===== src/hdl/ncr_pkg.sv =====
// Package with the address map, reset values and timing of the common registers
package ncr_pkg;
  localparam logic [23:0] GATEWAY_ADDR_LO = 24'hfe0001;
  localparam logic [23:0] SUBNET_MASK_LO = 24'hfe0005;
  localparam logic [23:0] LOCAL_HW_LO = 24'hfe0009;
  localparam logic [23:0] LOCAL_IP_LO = 24'hfe000f;
  localparam logic [23:0] COMMON_FLAGS_ADDR = 24'hfe0015;
  localparam logic [23:0] SOCKET_MASK_ADDR = 24'hfe0016;
  localparam logic [23:0] RETRY_PERIOD_LO = 24'hfe0017;
  localparam logic [23:0] RETRY_COUNT_ADDR = 24'hfe0019;
  localparam logic [23:0] PPP_AUTH_LO = 24'hfe001c;
  localparam logic [23:0] SUMMARY_ADDR = 24'hfe0034;

  localparam int CONFLICT_BIT = 7;
  localparam int DEST_LOST_BIT = 6;
  localparam int LINK_CLOSED_BIT = 5;

  localparam logic [31:0] ADDR4_RESET = 32'h0000_0000;
  localparam logic [47:0] HW_RESET = 48'h0000_0000_0000;
  localparam logic [7:0] BYTE_RESET = 8'h00;
  localparam logic [15:0] RETRY_PERIOD_RESET = 16'h07d0;
  localparam logic [7:0] RETRY_COUNT_RESET = 8'h08;
  localparam logic [15:0] PPP_AUTH_RESET = 16'h0000;
  localparam logic [15:0] AUTH_PAP = 16'hc023;
  localparam logic [15:0] AUTH_CHAP = 16'hc223;

  localparam int CLK_FREQ_KHZ = 20000;
  localparam int RETRY_UNIT_US = 100;
  localparam int RETRY_UNIT_CYCLES = (RETRY_UNIT_US * CLK_FREQ_KHZ) / 1000;
  localparam logic [16:0] WAIT_LIMIT = 17'h0ffff;

  typedef enum logic [1:0] {
    NCR_IDLE = 2'b01,
    NCR_WAIT = 2'b10
  } ncr_state_t;

  typedef struct packed {
    logic [23:0] addr;
    logic [7:0] wdata;
    logic wr;
    logic rd;
  } ncr_bus_t;

  typedef struct packed {
    logic start;
    logic is_tcp;
    logic [2:0] sock;
    logic answered;
  } ncr_retry_req_t;

  typedef struct packed {
    logic retransmit;
    logic [2:0] sock;
    logic [7:0] timeout_flag;
    logic [7:0] close_socket;
  } ncr_retry_out_t;

  typedef struct packed {
    logic [31:0] gateway;
    logic [31:0] subnet;
    logic [47:0] hw;
    logic [31:0] ip;
    logic [7:0] flags;
    logic [7:0] smask;
    logic [15:0] period;
    logic [7:0] count;
    logic [15:0] auth;
    logic [7:0] summary;
    logic [7:0] rdata;
    logic irq_n;
    ncr_state_t state;
    logic [10:0] tick_cnt;
    logic tick;
    logic [15:0] wait_units;
    logic [15:0] remain;
    logic [7:0] attempts;
    logic is_tcp;
    ncr_retry_out_t rout;
  } ncr_state_s_t;
endpackage


===== src/hdl/ncr_regs.sv =====
// Common register bank of the network engine with its retry timer
//
// Our own choice: the address-and-strobe port.
`timescale 1ns/100ps
// What this block does
// - Four-byte gateway address at fe0001-fe0004, zero after reset.
// - Four-byte subnet mask at fe0005-fe0008, zero after reset.
// - Six-byte local hardware address at fe0009-fe000e, zero after reset.
// - Four-byte local IP address at fe000f-fe0012, zero after reset.
// - Interrupt line low while any common flag or unmasked summary bit set, high when all clear.
// - Bit 7 set on ARP request matching local IP; write one clears.
// - Bit 6 set on ICMP unreachable during UDP send; write one clears.
// - Bit 5 set on PPPoE close in PPPoE mode; bits 4-0 reserved.
// - Socket mask at fe0016, zero after reset; set bit lets socket interrupt.
// - Cleared mask bit blocks that socket's interrupt even when flagged.
// - Sixteen-bit retry period at fe0017, 100 us units, resets to 07d0.
// - Retransmit pending packet when no answer comes within the period.
// - Retry count at fe0019 resets to 08; exceeding it flags timeout.
// - TCP final timeout closes the socket in the same cycle as flag.
// - ARP: fixed period per wait, count-plus-one waits, then final timeout.
// - TCP segments retried count times, then close and flag.
// - TCP wait doubles per attempt, held once doubling would pass 65535.
// - Read-only auth type at fe001c, zero after reset, c023 or c223.
// - Summary bit set on socket interrupt, cleared when socket flags zero.
module ncr_regs (
  input wire logic core_clk, // 20 MHz clock
  input wire logic sys_rst, // Synchronous reset, active high
  input wire ncr_pkg::ncr_bus_t bus, // Byte register access
  output logic [7:0] rdata, // Read data, cycle after the read strobe
  input wire logic arp_req_seen, // ARP request received, pulse
  input wire logic [31:0] arp_target_ip, // IP carried by that request
  input wire logic dest_lost_evt, // ICMP unreachable during UDP send
  input wire logic ppp_mode, // PPPoE mode active
  input wire logic ppp_close_evt, // PPPoE session closed
  input wire logic auth_load, // Load negotiated auth type
  input wire logic [15:0] auth_value, // Negotiated auth type
  input wire logic [7:0] socket_irq_evt, // Socket raised an interrupt
  input wire logic [7:0] socket_flags_nz, // Socket flag register nonzero
  input wire ncr_pkg::ncr_retry_req_t rreq, // Pending packet control
  output ncr_pkg::ncr_retry_out_t rout, // Retransmit and timeout pulses
  output logic [31:0] local_ip_address, // Local IP for the engine
  output logic [47:0] local_hw_address, // Local MAC for the engine
  output logic [31:0] gateway_address, // Gateway for the engine
  output logic [31:0] subnet_mask, // Subnet for the engine
  output logic net_engine_irq_n // Interrupt line, active low
);

  ncr_pkg::ncr_state_s_t q;
  ncr_pkg::ncr_state_s_t d;

  ////////////////////////////////////////////////////////////////////////////
  // Byte helpers

  function automatic logic [7:0] pick_byte(input logic [47:0] val, input int nbytes,
                                           input logic [23:0] offset);
    int sh;
    sh = (nbytes - 1 - int'(offset)) * 8;
    pick_byte = val[sh +: 8];
  endfunction

  function automatic logic in_range(input logic [23:0] a, input logic [23:0] lo,
                                    input int nbytes);
    in_range = (a >= lo) && (a < lo + 24'(nbytes));
  endfunction

  ////////////////////////////////////////////////////////////////////////////
  // Next state

  logic arp_hit;
  logic [16:0] doubled;
  logic flags_wr;
  logic [7:0] sock_onehot;

  always_comb begin
    d = q;
    arp_hit = arp_req_seen && (arp_target_ip == q.ip);
    doubled = {q.wait_units, 1'b0};
    flags_wr = bus.wr && (bus.addr == ncr_pkg::COMMON_FLAGS_ADDR);
    sock_onehot = 8'h01 << q.rout.sock;
    d.rdata = ncr_pkg::BYTE_RESET;
    d.rout.retransmit = 1'b0;
    d.rout.timeout_flag = 8'h00;
    d.rout.close_socket = 8'h00;

    // Register writes, one byte per cycle
    if (bus.wr) begin
      if (in_range(bus.addr, ncr_pkg::GATEWAY_ADDR_LO, 4)) begin
        d.gateway[(3 - int'(bus.addr - ncr_pkg::GATEWAY_ADDR_LO)) * 8 +: 8] = bus.wdata;
      end else if (in_range(bus.addr, ncr_pkg::SUBNET_MASK_LO, 4)) begin
        d.subnet[(3 - int'(bus.addr - ncr_pkg::SUBNET_MASK_LO)) * 8 +: 8] = bus.wdata;
      end else if (in_range(bus.addr, ncr_pkg::LOCAL_HW_LO, 6)) begin
        d.hw[(5 - int'(bus.addr - ncr_pkg::LOCAL_HW_LO)) * 8 +: 8] = bus.wdata;
      end else if (in_range(bus.addr, ncr_pkg::LOCAL_IP_LO, 4)) begin
        d.ip[(3 - int'(bus.addr - ncr_pkg::LOCAL_IP_LO)) * 8 +: 8] = bus.wdata;
      end else if (bus.addr == ncr_pkg::SOCKET_MASK_ADDR) begin
        d.smask = bus.wdata;
      end else if (in_range(bus.addr, ncr_pkg::RETRY_PERIOD_LO, 2)) begin
        d.period[(1 - int'(bus.addr - ncr_pkg::RETRY_PERIOD_LO)) * 8 +: 8] = bus.wdata;
      end else if (bus.addr == ncr_pkg::RETRY_COUNT_ADDR) begin
        d.count = bus.wdata;
      end
    end

    // Register reads, unmapped bytes read zero
    if (bus.rd) begin
      if (in_range(bus.addr, ncr_pkg::GATEWAY_ADDR_LO, 4)) begin
        d.rdata = pick_byte({16'h0000, q.gateway}, 4, bus.addr - ncr_pkg::GATEWAY_ADDR_LO);
      end else if (in_range(bus.addr, ncr_pkg::SUBNET_MASK_LO, 4)) begin
        d.rdata = pick_byte({16'h0000, q.subnet}, 4, bus.addr - ncr_pkg::SUBNET_MASK_LO);
      end else if (in_range(bus.addr, ncr_pkg::LOCAL_HW_LO, 6)) begin
        d.rdata = pick_byte(q.hw, 6, bus.addr - ncr_pkg::LOCAL_HW_LO);
      end else if (in_range(bus.addr, ncr_pkg::LOCAL_IP_LO, 4)) begin
        d.rdata = pick_byte({16'h0000, q.ip}, 4, bus.addr - ncr_pkg::LOCAL_IP_LO);
      end else if (bus.addr == ncr_pkg::COMMON_FLAGS_ADDR) begin
        d.rdata = q.flags;
      end else if (bus.addr == ncr_pkg::SOCKET_MASK_ADDR) begin
        d.rdata = q.smask;
      end else if (in_range(bus.addr, ncr_pkg::RETRY_PERIOD_LO, 2)) begin
        d.rdata = pick_byte({32'h0, q.period}, 2, bus.addr - ncr_pkg::RETRY_PERIOD_LO);
      end else if (bus.addr == ncr_pkg::RETRY_COUNT_ADDR) begin
        d.rdata = q.count;
      end else if (in_range(bus.addr, ncr_pkg::PPP_AUTH_LO, 2)) begin
        d.rdata = pick_byte({32'h0, q.auth}, 2, bus.addr - ncr_pkg::PPP_AUTH_LO);
      end else if (bus.addr == ncr_pkg::SUMMARY_ADDR) begin
        d.rdata = q.summary;
      end
    end

    // Auth type is loaded by the engine only
    if (auth_load) begin
      d.auth = auth_value;
    end

    // Common flags: write one clears, a new event wins over the clear
    for (int b = 0; b < 8; b++) begin
      if (flags_wr && bus.wdata[b]) begin
        d.flags[b] = 1'b0;
      end
    end
    if (arp_hit) begin
      d.flags[ncr_pkg::CONFLICT_BIT] = 1'b1;
    end
    if (dest_lost_evt) begin
      d.flags[ncr_pkg::DEST_LOST_BIT] = 1'b1;
    end
    if (ppp_close_evt && ppp_mode) begin
      d.flags[ncr_pkg::LINK_CLOSED_BIT] = 1'b1;
    end
    d.flags[4:0] = 5'h00;

    // Unit tick of 100 us
    d.tick = 1'b0;
    if (q.tick_cnt == 11'(ncr_pkg::RETRY_UNIT_CYCLES - 1)) begin
      d.tick_cnt = 11'h000;
      d.tick = 1'b1;
    end else begin
      d.tick_cnt = q.tick_cnt + 11'h001;
    end

    // Retry timer
    case (q.state)
      ncr_pkg::NCR_IDLE: begin
        if (rreq.start) begin
          d.state = ncr_pkg::NCR_WAIT;
          d.wait_units = q.period;
          d.remain = q.period;
          d.attempts = 8'h00;
          d.is_tcp = rreq.is_tcp;
          d.rout.sock = rreq.sock;
        end
      end
      ncr_pkg::NCR_WAIT: begin
        if (rreq.answered) begin
          d.state = ncr_pkg::NCR_IDLE;
        end else if (q.tick && q.remain <= 16'h0001) begin
          if (q.attempts == q.count) begin
            d.state = ncr_pkg::NCR_IDLE;
            d.rout.timeout_flag = sock_onehot;
            if (q.is_tcp) begin
              d.rout.close_socket = sock_onehot;
            end
          end else begin
            d.rout.retransmit = 1'b1;
            d.attempts = q.attempts + 8'h01;
            if (q.is_tcp && doubled <= ncr_pkg::WAIT_LIMIT) begin
              d.wait_units = doubled[15:0];
            end
            d.remain = d.wait_units;
          end
        end else if (q.tick) begin
          d.remain = q.remain - 16'h0001;
        end
      end
      default: begin
        d.state = ncr_pkg::NCR_IDLE;
      end
    endcase

    // Socket summary: set wins, cleared once that socket's flags are zero
    d.summary = (q.summary & socket_flags_nz) | socket_irq_evt | d.rout.timeout_flag;

    // Interrupt line from next values, so it changes with the flags
    d.irq_n = !((|d.flags) || (|(d.summary & d.smask)));
  end

  ////////////////////////////////////////////////////////////////////////////
  // State register

  always_ff @(posedge core_clk) begin
    if (sys_rst) begin
      q.gateway <= ncr_pkg::ADDR4_RESET;
      q.subnet <= ncr_pkg::ADDR4_RESET;
      q.hw <= ncr_pkg::HW_RESET;
      q.ip <= ncr_pkg::ADDR4_RESET;
      q.flags <= ncr_pkg::BYTE_RESET;
      q.smask <= ncr_pkg::BYTE_RESET;
      q.period <= ncr_pkg::RETRY_PERIOD_RESET;
      q.count <= ncr_pkg::RETRY_COUNT_RESET;
      q.auth <= ncr_pkg::PPP_AUTH_RESET;
      q.summary <= ncr_pkg::BYTE_RESET;
      q.rdata <= ncr_pkg::BYTE_RESET;
      q.irq_n <= 1'b1;
      q.state <= ncr_pkg::NCR_IDLE;
      q.tick_cnt <= 11'h000;
      q.tick <= 1'b0;
      q.wait_units <= 16'h0000;
      q.remain <= 16'h0000;
      q.attempts <= 8'h00;
      q.is_tcp <= 1'b0;
      q.rout <= '0;
    end else begin
      q <= d;
    end
  end

  assign rdata = q.rdata;
  assign rout = q.rout;
  assign local_ip_address = q.ip;
  assign local_hw_address = q.hw;
  assign gateway_address = q.gateway;
  assign subnet_mask = q.subnet;
  assign net_engine_irq_n = q.irq_n;
endmodule


===== config.mk =====
export PLATFORM = sky130hd
export DESIGN_NAME = ncr_regs
export DESIGN_NICKNAME = d
export VERILOG_FILES = /design/src/hdl/ncr_pkg.sv /design/src/hdl/ncr_regs.sv
export SDC_FILE = /design/constraint.sdc
export NUM_CORES = 1
export LEC_CHECK = 0
export ABC_AREA = 0
export BUFFER_PORTS_ARGS = -buffer_cell sky130_fd_sc_hd__buf_2
export CAP_MARGIN = 5
export CELL_PAD_IN_SITES_DETAIL_PLACEMENT = 0
export CELL_PAD_IN_SITES_GLOBAL_PLACEMENT = 2
export CORE_UTILIZATION = 31
export CTS_BUF_LIST = sky130_fd_sc_hd__clkbuf_16
export CTS_CLUSTER_DIAMETER = 100
export DETAILED_ROUTE_END_ITERATION = 10
export GPL_ROUTABILITY_DRIVEN = 0
export PLACE_DENSITY_LB_ADDON = 0.1
export SYNTH_ARGS = -nofsm -noshare
export SYNTH_HDL_FRONTEND = slang
export SYNTH_SLANG_ARGS = --single-unit

===== constraint.sdc =====
create_clock -name core_clk -period 5.25 [get_ports core_clk]
set_input_delay 0.525 -clock core_clk [delete_from_list [all_inputs] [get_ports core_clk]]
set_output_delay 0.525 -clock core_clk [all_outputs]
set_load 0.02 [all_outputs]

Word level (Yosys, flattened, before mapping)
Index checks and enable logic that the tools add are counted.

Output and inout bits: 173. Bits of input ports: 111. Register bits: 292. Logic and storage cells: 202.

Reductions and logical operators: 33. Add/subtract/negate cells: 30. Bitwise operators: 15. $lt $le $gt $ge: 14. Shift-type cells: 17. Multiplexer cells: 52. Equality and inequality tests: 17.

Operators by type and width (count): 48-bit by 28-bit indexed part select with 8-bit output (6); 29-bit negator with 33-bit output (5); 32-bit two-way mux (5); 24-bit greater-or-equal comparator (second input constant) (6); 24-bit less-than comparator (second input constant) (6); 16-bit two-way mux (9); 24-bit subtractor (second input constant) (6); 24-bit by 24-bit subtractor with 25-bit output (second input constant) (5); 8-bit two-way mux (15); 8-bit by 33-bit variable shift with 32-bit output (first input constant) (3); 8-bit by 33-bit indexed part select with 32-bit output (3); 32-bit bitwise mux (3); 24-bit == test (second input constant) (4); 40-bit two-way mux (2); 40-bit one-hot mux with 2 select lines (1); 3-bit by 25-bit subtractor with 26-bit output (first input constant) (3); 2-bit by 24-bit subtractor with 25-bit output (first input constant) (3); 1-bit by 24-bit subtractor with 25-bit output (first input constant) (2); 48-bit bitwise mux (1); 8-bit by 33-bit variable shift with 48-bit output (first input constant) (1); 8-bit by 33-bit indexed part select with 48-bit output (1); 41-bit two-way mux (1); 8-bit by 33-bit variable shift with 16-bit output (first input constant) (1); 8-bit by 33-bit indexed part select with 16-bit output (1); 39 further kinds (85).

Logic depth before layout (Yosys ltp)
Gate-level depths: netlist of the first run.

Word-level depth: 16. Mapped depth: 20. Depth with buffers taken out: 16.

Least setup slack after synthesis of the first run
No wires, ideal clock.

Path type: input -> register. From: in bus[10] in the netlist's numbering. To: reg q (netlist bit local_hw_address[16]). Stages: 19. Arrival time: 5482 ps. Library setup time: 72 ps. Path buffers: 4. Data required time: 5178 ps. Setup slack: -304 ps. Path through: buf_2 inv_1 clkbuf_1 ha_1 buf_2 xor2_1 inv_1 ha_1 a21o_1 nand3_1 or4_1 clkbuf_1 or3_1 or4_1 a2111oi_1 xnor2_1 o21ai_2 nor3_2 mux2i_1.

Cells in the longest elaborated chain, start to end: 5. Elaborated cells on any way between the ends: 18. Classes of those cells: add/sub: 3; order compare: 6; shift: 2; mux: 1; bitwise: 2; reduce/logical: 4.

Ends and longest elaborated chain: start, declared (line ncr_regs.sv:28) `input wire ncr_pkg::ncr_bus_t bus,`; 24-bit by 24-bit subtractor with 25-bit output (line ncr_regs.sv:92) `d.hw[(5 - int'(bus.addr - ncr_pkg::LOCAL_HW_LO)) * 8 +: 8] = bus.wdata;`; 4-bit by 25-bit subtractor with 26-bit output (line ncr_regs.sv:92); 29-bit negator with 33-bit output (line ncr_regs.sv:92); 8-bit by 33-bit indexed part select with 48-bit output / 8-bit by 33-bit variable shift with 48-bit output (equally long branches) (line ncr_regs.sv:92); 48-bit bitwise mux (line ncr_regs.sv:92); end, declared (line ncr_regs.sv:48) `ncr_pkg::ncr_state_s_t q;`.

Parallel ways exist; a longest one is shown, timed or not. A chain may end at the register's enable or synchronous reset.

Final worst setup path of the first run
From: in bus[11] in the netlist's numbering. To: reg q (netlist bit local_hw_address[11]).

Same word-level chain as after synthesis.

==> metrics, run 1 <==
minimum clock period=~4.8 ns; clock input transition at the sequential cells of the worst setup and hold paths=0.06 ns; launching element type of the critical path=primary input; overall die width=between 200 and 250 um; Slew headroom=approximately a quarter; Crit path largest cell delay=~0.63 ns; number of antenna violations at the first check in global routing=7; post-detail-place hpwl=52.02 mm; number of pins with negative max-slew slack in the final report=0; data required time at the worst endpoint=roughly 5.7 ns; Detailed Route Iter0 Violations=914; wire length of the first global-routing pass=105.2 mm; status=finished, final reports clean; area of the mapped netlist=18,960 um2; number of cells after detailed placement=a little over 3,000; TritonCTS Buffers=37; Worst Tran Pin Value=1.122 ns; maximum number of pins on one net before global-route repair=129; net count of the mapped netlist=around 2,400; Final Net Count=2,497; DIE AREA=a little over 60,000 um2; buffers from clock root to sink, at most=3; Cell Chain, Critical Path=buf_2 > inv_1 > ha_1 > nor2b_1 > xnor2_2 > ha_1 > a21o_1 > nand3_1 > or4_1 > or3_1 > or4_1 > a2111oi_4 > xnor2_2 > o21ai_4 > or3_1 > mux2i_1; gate count after technology mapping=between 2,000 and 2,500; Die Span Y=249.3 um; capturing element type of the critical path=flip-flop; total via count in the routed design=around 17,000; RSZ-0062 raised after global routing=no; Core ar.=around 60,000 um2; Power Dens Cells=roughly 270 nW/um2; signal arrival time at the worst endpoint=between 5 and 6 ns; Worst Hold Slack=around 0.21 ns; top cell type by total area after synthesis=dfxtp_1; Final Skew=around 0.017 ns; CTS hold repair buffers=0; number of I/O port buffers=between 200 and 300; count of flip-flops with a built-in enable after synthesis=0; Final Hold Vio Count=0; Async SR Flop Fraction=0%; post-cts resize count=0; most frequently used flop master after synthesis=dfxtp_1; end-of-flow core utilization=35.48%; global router's overall resource usage=roughly 22%; Filler cells=6,350; detail-routed net length per standard cell=22.11 um; worst voltage drop across the vdd grid=between 150 and 200 uV; period utilisation layout=90.65%; Max H-tree Level=2; global-route congestion overflow total=0; Initial Utilization=around a third; number of cell rows=90; warnings from Yosys=0; TritonCTS clock tree=yes; clk_lat worst skew=about 0.55 ns; signed area change from the synthesized netlist to the final layout=12.93%; top cells by area, synth=dfxtp_1, mux2i_1, buf_4; routed vias/inst=5.245; flip-flop and latch count after synthesis=287; area occupied by registers=about 5700 um2; number of global-route vias before repair=roughly 17,000; path category of the worst min-delay check=in -> reg; remaining design rule violation count=0; first drt pass iteration count=5; Critical Setup Path Class=in -> reg; DP Worst Slack=-0.07363 ns; post-route ant nets=0; slowest CP cell=or4_1; proportion of netlist area held by the largest area contributor=30.30%; # Post-CTS Setup Buffers=0; minimum setup slack in the final design=about 0.49 ns; FMAX=~210 MHz; Post-Synthesis Mean Instance Area=~8.4 um2; filler-free cell count of the finished design=3,165; Max Cap Violations=0; static power due to leakage=~8.8 nW; CTS sink cnt=287; root buffer cell=clkbuf_16; count of cell types in the netlist=roughly 90; biggest fanout along the worst timing path=16; top-level I/O count=around 280; final-report setup violation count=0; ratio of cells with drive above 1 in the final layout=roughly a fifth; total detailed-routing wirelength=69.99 mm; area taken by multi-input logic gates=11,390 um2; part of the Yosys area used for sequential elements=about 30%
-- per-stage QoR --
stage / instance area (um2) / setup TNS [ns] / power, mW
2_1_floorplan: 19030 / 0 / 2.927
3_3_place_gp: 20240 / 0 / 3.277
3_5_place_dp: 20240 / -0.3966 / 3.277
4_1_cts: 21410 / 0 / 5.816
5_1_grt: 21410 / 0 / 5.996
6_report: 21420 / 0 / 5.720
-- cells in the mapped netlist (23+ instances only) --
master and instances:
nor3_1 51, dfxtp_1 287, mux2i_1 225, xnor2_1 78, o21ai_0 66, nor2b_1 27
inv_1 28, nor2_1 294, nand4_1 25, nor4_1 31, and2_1 24, clkbuf_1 113
nand2b_1 56, ha_1 31, or3_1 23, nand3_1 58, a21oi_1 82, buf_4 172
mux4_2 32, xor2_1 66, nand2_1 162
-- worst max-delay path, delay by kind of cell --
kind / cells / cell delay [ns]
AOI/OAI and AO/OA: 3 / 1.06
xor gates and xnor gates: 2 / 0.36
adders and majority gates: 2 / 0.38
buffers and inverters: 2 / 0.25
muxes: 1 / 0.24
and+or+nand+nor: 6 / 2.39
-- sequential cells by signal, indices dropped and copies added (netlist names) --
signal	flops
q	98
local_hw_address	48
gateway_address	32
local_ip_address	32
subnet_mask	32
rout	20
doubled	16
rdata	8
net_engine_irq_n	1
-- path summary, 6_finish.rpt --
path / slack [ns] / startpoint / to / depth (start not counted)
worst max-delay path: 0.49 / bus[11] / local_hw_address[11]$_SDFFE_PP0P_ / 16
worst max register to register: 1.96 / q[39]$_SDFFE_PP0P_ / q[26]$_SDFFE_PP0P_ / 9
worst min register to register: 0.46 / q[62]$_SDFF_PP0_ / q[62]$_SDFF_PP0_ / 1
worst min-delay path: 0.21 / auth_value[4] / q[96]$_SDFFE_PP0P_ / 3
-- area by class of cell --
cell class	instances	area share [%]
well taps	782	4.569
flip-flops and latches	287	26.83
repair buffers	358	9.342
diodes	4	0.04674
multi-input cells	1638	53.17
clock buffers	39	4.557
clock inverters	24	0.9055
inverters	33	0.5842
-- kinds of logic after synthesis --
group                    count (synthesis)  share of synthesized area, %
AND/OR/NAND/NOR                        855                         22.42
AO/OA/AOI/OAI                          345                         12.21
buffers and inverters                  334                         10.09
flip-flops                             287                         30.30
multiplexers                           258                         15.74
XOR/XNOR                               149                         7.211
adder cells (fa/ha/maj)                 31                         2.045
-- layout by cell type, fill, tap and decap left out, types with 50 or more instances in the layout --
master and n:
nor2_1 294, dfxtp_1 287, buf_2 281, mux2i_1 224, nand2_1 162, a21oi_1 82, xnor2_1 77, buf_4 75
xor2_1 66, o21ai_0 66, nand3_1 58, nand2b_1 56, nor3_1 50
-- metal layers --
metal	GRT usage, %	vias to the layer above	part of all wire, %
li1	-	8030	-
met1	29.67	8030	46
met2	35.13	447	45
met3	5.026	93	6.0
met4	6.085	2	2.5
met5	0	-	0.013
-- power breakdown --
part / total (mW) / internal [mW] / switching (mW)
Clock: 2.49 / 1.49 / 1.00
Sequential: 2.24 / 2.21 / 0.0307
Combinational: 0.988 / 0.352 / 0.635
Total: 5.72 / 4.05 / 1.67
(Power assumes the default switching activity.)
==> run 2: changes to the inputs <==
RECOVER_POWER = 50   (was not set)
==> run 2 against run 1 <==
The run now ends with max-capacitance violations, max-slew violations left. Register-to-register slack hardly changed. Sequential power hardly changed. Hold slack worse by 0.00066 ns. Non-clock buffer count stayed put. Die area stayed put. Global-route usage stayed put. Via count is 0.39% higher. Cell count stayed put. Critical endpoint unchanged. Critical path depth stayed put. Sequential share of layout area is 0.29 points higher.
==> metrics, run 2 (synthesized netlist as in run 1, its figures left out) <==
Finished Cell Area=21,190 um2 (-1.1%); minimum clock period=4.758 ns (-0.001054 ns); end-of-flow core utilization=35.11% (-0.38 points); final-report setup violation count=0 (unchanged); post-cts resize count=0 (unchanged); Final Hold Vio Count=0 (unchanged); routed vias/inst=5.266 (+0.39%); signal arrival time at the worst endpoint=5.23 ns (about the same); path category of the worst min-delay check=in -> reg; static power due to leakage=8.047 nW (-8.7%); most frequent cells in the layout=nor2_1, dfxtp_1, mux2i_1; clock input transition at the sequential cells of the worst setup and hold paths=0.06 ns (about the same); Max Cap Violations=1 (+1); largest register by flop count=q; CTS hold repair buffers=0 (unchanged); total via count in the routed design=16,667 (+0.39%); Initial Utilization=31.42% (unchanged); number of antenna violations at the first check in global routing=7 (unchanged); CTS sink cnt=287 (unchanged); Detailed Route Iter0 Violations=1,028 (+12%); DIE AREA=62,170 um2 (unchanged); launching element type of the critical path=primary input; capturing element type of the critical path=flip-flop; remaining design rule violation count=0 (unchanged); post-detail-place hpwl=52.02 mm (unchanged); Max H-tree Level=2 (unchanged); worst reg-to-reg setup slack=1.95 ns (about the same); top-level I/O count=284 (unchanged); worst reg2reg endpoint=q[26]$_SDFFE_PP0P_; GR met3 Demand/Resource=5.026% (unchanged); RSZ-0062 raised after global routing=no; met2 GRT Util=35.13% (unchanged); reg-to-reg startpoint=q[39]$_SDFFE_PP0P_; Critical Setup Path Class=in -> reg; global routing met1 resource utilization=29.67% (unchanged); clk_lat worst skew=0.55 ns (about the same); root buffer cell=clkbuf_16; ratio of cells with drive above 1 in the final layout=12.95% (-7.4 points); biggest fanout along the worst timing path=16 (unchanged); Die Span Y=249.3 um (unchanged); first drt pass iteration count=5 (unchanged); termination of the worst setup path=local_hw_address[11]$_SDFFE_PP0P_; status=complete, but fails checks; data required time at the worst endpoint=5.72 ns (about the same); number of cell rows=90 (unchanged); standard cell area after detailed placement=20,240 um2 (unchanged); number of pins with negative max-slew slack in the final report=96 (+96); global-route congestion overflow total=0 (unchanged); Core ar.=60,360 um2 (unchanged); maximum number of pins on one net before global-route repair=129 (unchanged); Final Net Count=2,497 (unchanged); total detailed-routing wirelength=70.07 mm (+0.11%); post-route ant nets=0 (unchanged); Power Dens Cells=270.2 nW/um2 (+1.2%); number of I/O port buffers=283 (unchanged); violated checks=max-capacitance violations, max-slew violations; FMAX=210.2 MHz (about the same); buffers from clock root to sink, at most=3 (unchanged); worst voltage drop across the vdd grid=175.6 uV (-6.4%); number of flip-flops in the largest register=98 (unchanged); Worst Tran Pin Value=4.230 ns (+3.108 ns); Final Skew=0.01572 ns (-0.001234 ns); period utilisation layout=90.63% (about the same); global router's overall resource usage=22.04% (unchanged); overall die width=249.3 um (unchanged); wire length of the first global-routing pass=105.2 mm (unchanged); signed area change from the synthesized netlist to the final layout=11.73%; Final Power=5.726 mW (+0.11%); GR peak layer=met2; detail-routed net length per standard cell=22.14 um (+0.11%); TritonCTS Buffers=37 (unchanged); most common cell after layout, fill and taps aside=nor2_1; Slew headroom=-182.0% (-210 points); start point of the critical path=bus[11]; # Post-CTS Setup Buffers=0 (unchanged); worst r2r path cells=9 (unchanged); TritonCTS clock tree=yes; post-route setup TNS=0 ns (unchanged); number of global-route vias before repair=16,506 (unchanged)
-- run 2: how the worst min path moves through the flow --
stage / startpoint / endpoint / cells after the start
final: auth_value[4] / q[96]$_SDFFE_PP0P_ / 3
after global routing: auth_value[14] / q[106]$_SDFFE_PP0P_ / 3
after CTS: auth_value[5] / q[97]$_SDFFE_PP0P_ / 3
after detailed placement: q[62]$_SDFF_PP0_ / q[62]$_SDFF_PP0_ / 1
after global placement: q[62]$_SDFF_PP0_ / q[62]$_SDFF_PP0_ / 1
after floorplan: q[62]$_SDFF_PP0_ / q[62]$_SDFF_PP0_ / 1
-- run 2: metal layers --
metal | vias to the layer above | wire, um
li1 | 8028 | -
met1 | 8114 | 32560
met2 | 431 | 31670
met3 | 92 | 4053
met4 | 2 | 1775
met5 | - | 9
-- run 2: layout make-up --
| type | instances | area [um2] |
|---|---|---|
| fillers | 6431 | 39170 |
| repair buffers | 358 | 1773 |
| multi-input cells | 1638 | 11390 |
| diodes | 4 | 10.01 |
| clock inverters | 24 | 193.9 |
| flip-flops and latches | 287 | 5746 |
| inverters | 33 | 125.1 |
| well taps | 782 | 978.4 |
| clock buffers | 39 | 975.9 |
-- run 2: metrics by stage --
stage,hold slack [ns],worst slack [ns],cells
floorplan,0.4299,0.01374,2259
global placement,0.4452,0.01830,3098
detailed placement,0.4620,-0.07363,3098
CTS,0.1742,0.5146,3161
global route,0.1965,0.2127,3162
finish,0.2089,0.4919,3165
-- run 2: critical path: stages --
cell and delay [ns]:
buf_2 0.14, inv_1 0.11, ha_1 0.17, nor2b_1 0.25
xnor2_2 0.18, ha_1 0.21, a21o_1 0.15, nand3_1 0.10
or4_1 0.63, or3_1 0.46, or4_1 0.47, a2111oi_4 0.41
xnor2_2 0.18, o21ai_4 0.50, or3_1 0.49, mux2i_1 0.24
-- run 2: power by group --
group,internal [mW],total (mW),switching [mW]
Clock,1.49,2.49,1.01
Sequential,2.21,2.24,0.0308
Combinational,0.353,0.988,0.634
